--- config.mk ---
export PLATFORM = sky130hd
export DESIGN_NAME = gpb_port
export DESIGN_NICKNAME = d
export VERILOG_FILES = /design/src/hdl/gpb_pkg.sv /design/src/hdl/gpb_tick.sv /design/src/hdl/gpb_pwm_core.sv /design/src/hdl/gpb_port.sv
export SDC_FILE = /design/constraint.sdc
export NUM_CORES = 1
export LEC_CHECK = 0
export ABC_AREA = 1
export BUFFER_PORTS_ARGS = -buffer_cell sky130_fd_sc_hd__buf_2
export CORE_MARGIN = 5
export CORE_UTILIZATION = 62
export CTS_CLUSTER_DIAMETER = 60
export CTS_CLUSTER_SIZE = 30
export DETAILED_ROUTE_END_ITERATION = 8
export PLACE_DENSITY = 0.8
export SLEW_MARGIN = 40
export SYNTH_ARGS = -nofsm -noshare
export SYNTH_HDL_FRONTEND = slang
export SYNTH_SLANG_ARGS = --single-unit
--- constraint.sdc ---
create_clock -name mclk -period 2 [get_ports mclk]
set_input_delay 0.2 -clock mclk [delete_from_list [all_inputs] [get_ports mclk]]
set_output_delay 0.2 -clock mclk [all_outputs]
set_load 0.05 [all_outputs]
--- src/hdl/gpb_pkg.sv ---
package gpb_pkg;
  localparam int GPB_NPINS = 4;
  localparam int GPB_CLK_HZ = 20000000;
  localparam int GPB_PWM_HZ = 500;
  localparam int GPB_DUTY_STEPS = 100;
  localparam int GPB_PWM_TICK_CYC = GPB_CLK_HZ / (GPB_PWM_HZ * GPB_DUTY_STEPS);
  localparam int GPB_BLINK_MS = 100;
  localparam int GPB_BLINK_CYC = (GPB_CLK_HZ / 1000) * GPB_BLINK_MS;
  localparam int GPB_PATTERN_W = 32;
  localparam logic [7:0] GPB_PORT_IDX = 8'h00;
  localparam logic [7:0] GPB_MAX_PIN = 8'h03;
  localparam logic [7:0] GPB_FULL_DUTY = 8'h64;
  localparam logic [7:0] GPB_RST_DUTY = 8'h00;
  localparam logic [31:0] GPB_RST_PATTERN = 32'hFFFFFFFF;
  localparam logic GPB_RST_POLARITY = 1'b1;

  typedef enum logic [2:0] {
    GPB_CMD_NONE,
    GPB_CMD_WRITE_PORT,
    GPB_CMD_WRITE_PIN,
    GPB_CMD_POLARITY,
    GPB_CMD_DUTY,
    GPB_CMD_BLINK
  } gpb_cmd_t;

  typedef struct packed {
    gpb_cmd_t op;
    logic [7:0] port_idx;
    logic [7:0] pin_idx;
    logic [31:0] value;
  } gpb_req_t;
endpackage

--- src/hdl/gpb_tick.sv ---
`timescale 1ns/100ps
module gpb_tick import gpb_pkg::*; #(
  parameter int PERIOD = 10
) (
  // Clock and reset
  input wire logic mclk,
  input wire logic resetn,
  // One-cycle pulse every PERIOD cycles
  output logic tick
);
  logic [31:0] cnt_ff;

  always_ff @(posedge mclk or negedge resetn) begin
    if (!resetn) begin
      cnt_ff <= 32'h00000000;
      tick <= 1'b0;
    end else if (cnt_ff == 32'(PERIOD - 1)) begin
      cnt_ff <= 32'h00000000;
      tick <= 1'b1;
    end else begin
      cnt_ff <= cnt_ff + 32'h00000001;
      tick <= 1'b0;
    end
  end
endmodule // gpb_tick

--- src/hdl/gpb_pwm_core.sv ---
`timescale 1ns/100ps
module gpb_pwm_core import gpb_pkg::*; (
  // Clock and reset
  input wire logic mclk,
  input wire logic resetn,
  // Step pulse, one per duty slot
  input wire logic step,
  // Current slot of the 100-slot frame
  output logic [7:0] phase
);
  always_ff @(posedge mclk or negedge resetn) begin
    if (!resetn) begin
      phase <= 8'h00;
    end else if (step) begin
      phase <= (phase == GPB_FULL_DUTY - 8'h01) ? 8'h00 : phase + 8'h01;
    end
  end
endmodule // gpb_pwm_core

--- src/hdl/gpb_port.sv ---
`timescale 1ns/100ps
// What this block does
// - Four output pins, indexed 0 to 3, form one output port.
// - Port write updates all four pins at once from the value.
// - Value 15 makes all pins active, 0 all inactive; bit i drives pin i.
// - Pin write changes only the addressed pin.
// - Per-pin polarity: level 0 active low, level 1 active high.
// - Every pin's polarity is active high after reset.
// - Outputs are low from reset and always driven afterwards.
// - Duty command sets one pin's modulator duty in percent.
// - Modulator runs at a fixed 500 Hz whatever the duty.
// - Modulator has 100 duty steps from off to fully on.
// - Duty 100 holds the pin continuously active.
// - Blink command loads a 32-bit mask, one bit per 100 ms slot.
// - Mask LSB gates the pin; mask rotates one bit every 100 ms.
// - Duty and blink may act together on one pin.
module gpb_port import gpb_pkg::*; #(
  parameter int NPINS = GPB_NPINS,
  parameter int BLINK_CYC = GPB_BLINK_CYC,
  parameter int PWM_TICK_CYC = GPB_PWM_TICK_CYC
) (
  // Clock and reset
  input wire logic mclk,
  input wire logic resetn,
  // Host control command, one-cycle valid
  input wire logic cmd_valid,
  input wire gpb_req_t cmd,
  // Output pins
  output logic out_pin_zero,
  output logic out_pin_one,
  output logic out_pin_two,
  output logic out_pin_three,
  // Command status
  output logic cmd_reject_ff
);
  logic [NPINS-1:0] level_ff;
  logic [NPINS-1:0] polarity_ff;
  logic [7:0] duty_ff [NPINS];
  logic [31:0] pattern_ff [NPINS];
  logic [NPINS-1:0] pin_ff;
  logic [NPINS-1:0] nxt_pin;
  logic pwm_step;
  logic blink_step;
  logic [7:0] phase;
  logic addr_ok;
  logic port_ok;

  function automatic logic [1:0] pin_of(input logic [7:0] idx);
    return idx[1:0];
  endfunction

  gpb_tick #(.PERIOD(PWM_TICK_CYC)) u_pwm_tick (
    .mclk(mclk),
    .resetn(resetn),
    .tick(pwm_step)
  );

  gpb_tick #(.PERIOD(BLINK_CYC)) u_blink_tick (
    .mclk(mclk),
    .resetn(resetn),
    .tick(blink_step)
  );

  // 100 slots of 20 us each give a 2 ms frame
  gpb_pwm_core u_pwm (
    .mclk(mclk),
    .resetn(resetn),
    .step(pwm_step),
    .phase(phase)
  );

  assign port_ok = cmd.port_idx == GPB_PORT_IDX;
  assign addr_ok = port_ok && cmd.pin_idx <= GPB_MAX_PIN;

  always_ff @(posedge mclk or negedge resetn) begin
    if (!resetn) begin
      cmd_reject_ff <= 1'b0;
    end else if (cmd_valid) begin
      cmd_reject_ff <= (cmd.op == GPB_CMD_WRITE_PORT) ? !port_ok : !addr_ok;
    end
  end

  // Direct levels
  always_ff @(posedge mclk or negedge resetn) begin
    if (!resetn) begin
      level_ff <= '0;
    end else if (cmd_valid && cmd.op == GPB_CMD_WRITE_PORT && port_ok) begin
      level_ff <= cmd.value[NPINS-1:0];
    end else if (cmd_valid && cmd.op == GPB_CMD_WRITE_PIN && addr_ok) begin
      level_ff[pin_of(cmd.pin_idx)] <= cmd.value[0];
    end
  end

  always_ff @(posedge mclk or negedge resetn) begin
    if (!resetn) begin
      polarity_ff <= {NPINS{GPB_RST_POLARITY}};
    end else if (cmd_valid && cmd.op == GPB_CMD_POLARITY && addr_ok) begin
      polarity_ff[pin_of(cmd.pin_idx)] <= cmd.value[0];
    end
  end

  // Duty above 100 is clamped to fully on
  always_ff @(posedge mclk or negedge resetn) begin
    if (!resetn) begin
      for (int i = 0; i < NPINS; i++) begin
        duty_ff[i] <= GPB_RST_DUTY;
      end
    end else if (cmd_valid && cmd.op == GPB_CMD_DUTY && addr_ok) begin
      duty_ff[pin_of(cmd.pin_idx)] <= (cmd.value[31:0] > 32'(GPB_FULL_DUTY)) ?
        GPB_FULL_DUTY : cmd.value[7:0];
    end
  end

  // A new mask loads unrotated, so its LSB shows at once
  always_ff @(posedge mclk or negedge resetn) begin
    if (!resetn) begin
      for (int i = 0; i < NPINS; i++) begin
        pattern_ff[i] <= GPB_RST_PATTERN;
      end
    end else begin
      for (int i = 0; i < NPINS; i++) begin
        if (cmd_valid && cmd.op == GPB_CMD_BLINK && addr_ok && pin_of(cmd.pin_idx) == 2'(i)) begin
          pattern_ff[i] <= cmd.value;
        end else if (blink_step) begin
          pattern_ff[i] <= {pattern_ff[i][0], pattern_ff[i][31:1]};
        end
      end
    end
  end

  // Nonzero duty replaces the direct level, then blink gates the result, then polarity
  always_comb begin
    for (int i = 0; i < NPINS; i++) begin
      nxt_pin[i] = level_ff[i];
      if (duty_ff[i] != GPB_RST_DUTY) begin
        // Duty acts as the active source; 100 stays on for every slot
        nxt_pin[i] = (duty_ff[i] >= GPB_FULL_DUTY) || (phase < duty_ff[i]);
      end
      nxt_pin[i] = nxt_pin[i] && pattern_ff[i][0];
      nxt_pin[i] = polarity_ff[i] ? nxt_pin[i] : !nxt_pin[i];
    end
  end

  always_ff @(posedge mclk or negedge resetn) begin
    if (!resetn) begin
      pin_ff <= '0;
    end else begin
      pin_ff <= nxt_pin;
    end
  end

  // Pins come straight from flip-flops, always driven
  always_ff @(posedge mclk or negedge resetn) begin
    if (!resetn) begin
      out_pin_zero <= 1'b0;
      out_pin_one <= 1'b0;
      out_pin_two <= 1'b0;
      out_pin_three <= 1'b0;
    end else begin
      out_pin_zero <= pin_ff[0];
      out_pin_one <= pin_ff[1];
      out_pin_two <= pin_ff[2];
      out_pin_three <= pin_ff[3];
    end
  end
endmodule // gpb_port

==> reports/results.ini, run 1 <==
[timing]
fin_crit_ns=1.83
rsz0062_at_grt=false
tns_ns=0
period_share_pct=91.6
max_freq_ghz=0.546
setup_viol=0
slew_violations=0
slew-limit-headroom_pct=57.0
finalClockSkew_ns=0.0156
finalHoldViolCount=0
worst_pin_slew_ns=0.645

[yosys]
synth_common_cells=nand2_1, nor2_1, inv_1
syn-instance-count=1585
synth-seq-cells=251
yosys_warnings=0
netlist_top_cells_area=dfstp_2, dfrtp_1, mux2_2
yosysTopAreaCellShare_pct=24.9
async_reset_ff_share_pct=100
syn_nets=1670
post-synth-top-area-cell=dfstp_2
synth_edf_count=0
synth-seq-area-share_pct=46.3
synth.most_common_cell=nand2_1
syn_area_um2=13900
synth_area_per_cell_um2=8.79
ys.flop_type=dfstp_2
synth_cell_type_count=33

[clocking]
postCtsSetupRepairBufs=0
cts_tree=yes
clk-insertion-delay-late_ns=0.51
path_clk_slew_ns=0.09
h-tree-depth=1
cts-root-buf=clkbuf_16
clockBufferDepth=3
cts_buffers=19
clock_sinks=251

[routing]
wl_per_cell_um=15.3
first_iter_violations=629
final_antenna_net_count=0
post_drt_via_cell_ratio=5.42
drc=0
drt_wl_total_mm=30.0
dr.pass1.iters=4
vias=10600

[place]
routabilityCongestion=0.972
place_area_um2=14800
hpwlAfterDp_mm=22.1
dp_cells=1924
io_buffers=58

[floorplan]
die_h_um=160
pin_count=59
die_area_um2=25600
coreArea_um2=22000
start_util_pct=63.5
rows=54
die_w_um=160

[job]
drv_cap=0

[critical_path]
worstPathArrival_ns=2.23
path_class=input pin to flip-flop
required_ns=2.40
crit_fanout=5
r2r_slack_ns=0.22
worst_setup_path_start_kind=input pin
endpoint_kind=flip-flop

[finish]
layout-drive-gt1-share_pct=28.2
fillers=1671
fin_area_um2=15500
instances_no_fill=1963
areaGrowthSynthToFinish_pct=11.1
final_nets=1756
diodes=0

[pwr]
powerDensity_nw_per_um2=601
peakVddDrop_mv=0.713
power_mw=9.30
p_leak_nw=7.18

[global_routing]
grt_pass1_vias=10800
grt_pass1_wl_mm=51.9
grt_max_degree=92
overflow=0
antenna_found_initial=1
grt_usage_pct=24.0

[outcome]
status=complete, no violations

[hold_path]
worstHoldPathType=input pin to flip-flop

## worst max-delay path, stage by stage
cell and delay (ns):
dlygate4sd3_1 0.53, buf_2 0.13, nor2_1 0.09, nand3_1 0.07, nor3_1 0.34, nand2_1 0.13
nor2_2 0.31, nand2_1 0.25, nand2_1 0.12, nand2_1 0.06
## cells in the final DEF (no fill, tap or decap), drive strengths merged, types with 48 or more instances in the layout
cell     n
inv    194
dfrtp  119
a21oi  140
nor2   261
buf    102
nand3   77
nand2  305
mux2   120
nor3    48
dfstp  132
## cells by family (layout without fill, tap and decap cells)
logic type | Yosys count | in the layout | synth area share (%)
simple gates | 730 | 730 | 22.3
flops | 251 | 251 | 46.3
buf+inv | 232 | 330 | 7.35
compound gates | 163 | 163 | 7.89
mux | 124 | 124 | 9.98
xor+xnor | 54 | 54 | 3.39
fa+ha+maj | 31 | 31 | 2.78
## layout make-up
class | instances | area (um^2) | share of cell area (%)
clock inverters | 11 | 115 | 0.744
multi-input cells | 1102 | 6470 | 41.8
clock buffers | 22 | 508 | 3.28
well taps | 280 | 350 | 2.26
inverters | 189 | 709 | 4.58
flip-flops and latches | 251 | 6450 | 41.7
repair buffers | 108 | 878 | 5.68
## worst paths after layout
check                                       start  cells past startpoint                       to
max                                       cmd[19]                     10              duty_ff[14]
min                                       cmd[13]                      3           pattern_ff[13]
max reg2reg                u_blink_tick.cnt_ff[0]                      7  u_blink_tick.cnt_ff[16]
min reg2reg                             pin_ff[3]                      0            out_pin_three
max in group asynchronous                  resetn                      3           pattern_ff[96]
min in group asynchronous                  resetn                      2     u_pwm_tick.cnt_ff[1]
## repair_timing
action | 4_1_cts | 5_1_grt
endpoints found under the setup margin | 0 | 2
endpoints found under the hold margin | 43 | 0
hold buffers | 6 | 0
gates resized for setup | 0 | 1
## through the flow
stage,hold WS [ns],worst slack (ns),util [%]
4_1_cts,0.00564,0.155,70.5
5_1_grt,0.0264,0.00450,70.5
3_3_place_gp,0.235,0.149,67.4
6_report,0.0235,0.169,70.5
2_1_floorplan,-0.0956,0.353,-
3_5_place_dp,0.225,0.0992,67.4
## state kept, by name, summed over array words and instances, names as in the netlist, 4 cells and up
name,cells
u_pwm.phase,8
pattern_ff,128
u_pwm_tick.cnt_ff,32
level_ff,4
polarity_ff,4
u_blink_tick.cnt_ff,32
pin_ff,4
duty_ff,32
## power by group
| group | leakage [nW] | internal [mW] | switching (mW) | total (mW) |
|---|---|---|---|---|
| registers | 2.93 | 5.09 | 0.000200 | 5.09 |
| logic | 3.95 | 0.111 | 0.247 | 0.358 |
| clock network | 0.298 | 1.92 | 1.93 | 3.85 |
| total | 7.18 | 7.12 | 2.18 | 9.30 |
## metal layers
| metal | up-vias | wire, um | global-route usage, % | part of all wire (%) |
|---|---|---|---|---|
| met2 | 218 | 14700 | 41.2 | 49 |
| met3 | 57 | 1300 | 2.76 | 4.3 |
| met4 | 2 | 685 | 6.26 | 2.3 |
| li1 | 5292 | - | - | - |
| met1 | 5061 | 13300 | 32.6 | 44 |
| met5 | - | 13 | 0 | 0.043 |
(Power assumes the default switching activity.)
==> inputs of run 2 (changes only) <==
--- a/config.mk
+++ b/config.mk
@@ -7,6 +7,8 @@
 export LEC_CHECK = 0
 export ABC_AREA = 1
 export BUFFER_PORTS_ARGS = -buffer_cell sky130_fd_sc_hd__buf_2
+export CAP_MARGIN = 0
+export CORE_ASPECT_RATIO = 1.5
 export CORE_MARGIN = 5
 export CORE_UTILIZATION = 62
 export CTS_CLUSTER_DIAMETER = 60
==> run 2 against run 1 <==
Net effect: global-route usage is 0.92 points higher; via count is 0.28% higher; worst hold slack worse by 0.0052 ns; sequential share of layout area is 0.26 points higher; combinational power is 3% lower; core utilization is 1.2 points lower; fmax hardly changed; highest routed layer is now met4; register-to-register slack hardly changed; clock skew is 0.0023 ns higher; design area is 0.61% lower; worst setup slack better by 0.00071 ns; flip-flop and latch count stayed put; critical path type unchanged.
==> reports/results.ini, run 2 (same netlist as run 1, synthesis figures left out) <==
[timing]
worst_pin_slew_ns=0.547
finalHoldViolCount=0
slew_violations=0
tns_ns=0
rsz0062_at_grt=false
setup_viol=0
period_share_pct=91.5
max_freq_ghz=0.546
fin_crit_ns=1.83
slew-limit-headroom_pct=63.2
worst_slack_ns=0.170
finalClockSkew_ns=0.0179

[global_routing]
grt_max_degree=62
antenna_found_initial=0
grt_usage_pct=24.9
grt_pass1_wl_mm=53.2
grt_pass1_vias=11000
overflow=0

[pwr]
swShare_pct=23.9
p_seq_share_pct=58.0
p_leak_nw=7.14
powerDensity_nw_per_um2=571
netSwitchingPower_mw=2.10
internal_power_mw=6.68
pwr-share-clk_pct=38.1
peakVddDrop_mv=0.722
pwr-share-comb_pct=4.0

[place]
io_buffers=58
hpwlAfterDp_mm=23.8
dp_slack_ns=0.143
routabilityCongestion=0.971

[floorplan]
pin_count=59
start_util_pct=62.7
coreArea_um2=22200
die_h_um=194
rows=67
die_w_um=132
die_area_um2=25600

[hold_path]
min-delay-start=cmd[4]
hold_depth=3
holdPathEnd=duty_ff[12]
worstHoldPathType=input pin to flip-flop

[clocking]
clk-insertion-delay-late_ns=0.50
cts-resized-gates=0
hold_buffers=7
path_clk_slew_ns=0.10
postCtsSetupRepairBufs=0
cts_tree=yes
cts_buffers=15
clockBufferDepth=3
h-tree-depth=1
clock_sinks=251
cts-root-buf=clkbuf_16

[routing]
drc=0
wl_per_cell_um=16.2
dr.pass1.iters=5
vias=10700
post_drt_via_cell_ratio=5.46
drt_wl_total_mm=31.6
first_iter_violations=471
final_antenna_net_count=0

[critical_path]
r2r_slack_ns=0.23
required_ns=2.44
crit_fanout=16
worstPathArrival_ns=2.27
rr_worst_depth=9
worst_setup_path_start_kind=input pin
rr_startpoint=u_pwm.phase[5]
rr_endpoint=pin_ff[1]
endpoint_kind=flip-flop
path_class=input pin to flip-flop

[finish]
largest_reg_flops=128
final_nets=1754
layout-drive-gt1-share_pct=27.9
areaGrowthSynthToFinish_pct=10.4
diodes=0
final_common_cell=nand2_1
largest-register=pattern_ff
final_cell_mix=nand2_1, nor2_1, inv_1

[job]
drv_cap=0

[outcome]
status=complete, no violations

## run 2: cell count changes in the layout (fill, tap and decap cells not counted), moves of 2 or more
cell        previous run  this run
buf_12                15        17
clkinvlp_4             2         0
clkbuf_16             20        15
inv_6                  3         1
clkbuf_1               2         0
## run 2: worst max-delay path by stage
stage                           startpoint                       to  cells past startpoint
floorplan           u_blink_tick.cnt_ff[0]  u_blink_tick.cnt_ff[16]                      7
global placement                   cmd[20]              duty_ff[11]                      9
detailed placement                 cmd[17]              duty_ff[19]                      9
CTS                                cmd[19]              duty_ff[19]                     10
global route                       cmd[19]              duty_ff[25]                     10
finish                             cmd[19]              duty_ff[19]                     10
## run 2: through the flow
stage               util [%]  std cells  cell area (um^2)  total power [mW]  hold slack, ns
detailed placement      66.7       1921             14800              5.52           0.183
finish                  69.2       1953             15400              8.78          0.0183
global placement        66.7       1921             14800              5.51           0.182
CTS                     69.2       1953             15400              8.90         0.00180
floorplan                  -       1585             13900              5.27         -0.0956
global route            69.2       1953             15400              9.10          0.0111
## run 2: metal layers
metal | GRT usage, % | wire length (um)
met3 | 2.34 | 975
met4 | 12.7 | 1810
met1 | 27.3 | 11600
met2 | 46.9 | 17200
met5 | 0 | 0
## run 2: layout make-up
class                      instances  area [um^2]
clock buffer                      15          375
clock inverter                    10          118
fill                            1750         6830
inverter                         189          709
multi-input combinational       1102         6460
sequential                       251         6450
tap                              276          345
timing repair buffer             110          921
## run 2: power by group through the flow
| stage | Combinational, mW | Sequential, mW | Clock [mW] |
|---|---|---|---|
| 6_report | 0.348 | 5.09 | 3.34 |
| 5_1_grt | 0.392 | 5.09 | 3.62 |
| 4_1_cts | 0.356 | 5.09 | 3.45 |
| 3_5_place_dp | 0.345 | 5.18 | 0 |
| 3_3_place_gp | 0.338 | 5.18 | 0 |
| 2_1_floorplan | 0.0896 | 5.18 | 0 |
## run 2: critical path: stages
cell and delay, ns:
dlygate4sd3_1 0.53, buf_2 0.13, nor2_1 0.11, nand3_1 0.08, nor3_1 0.40, nand2_1 0.14, nor2_2 0.25, buf_4 0.26
nand3_1 0.09, nand2_1 0.07
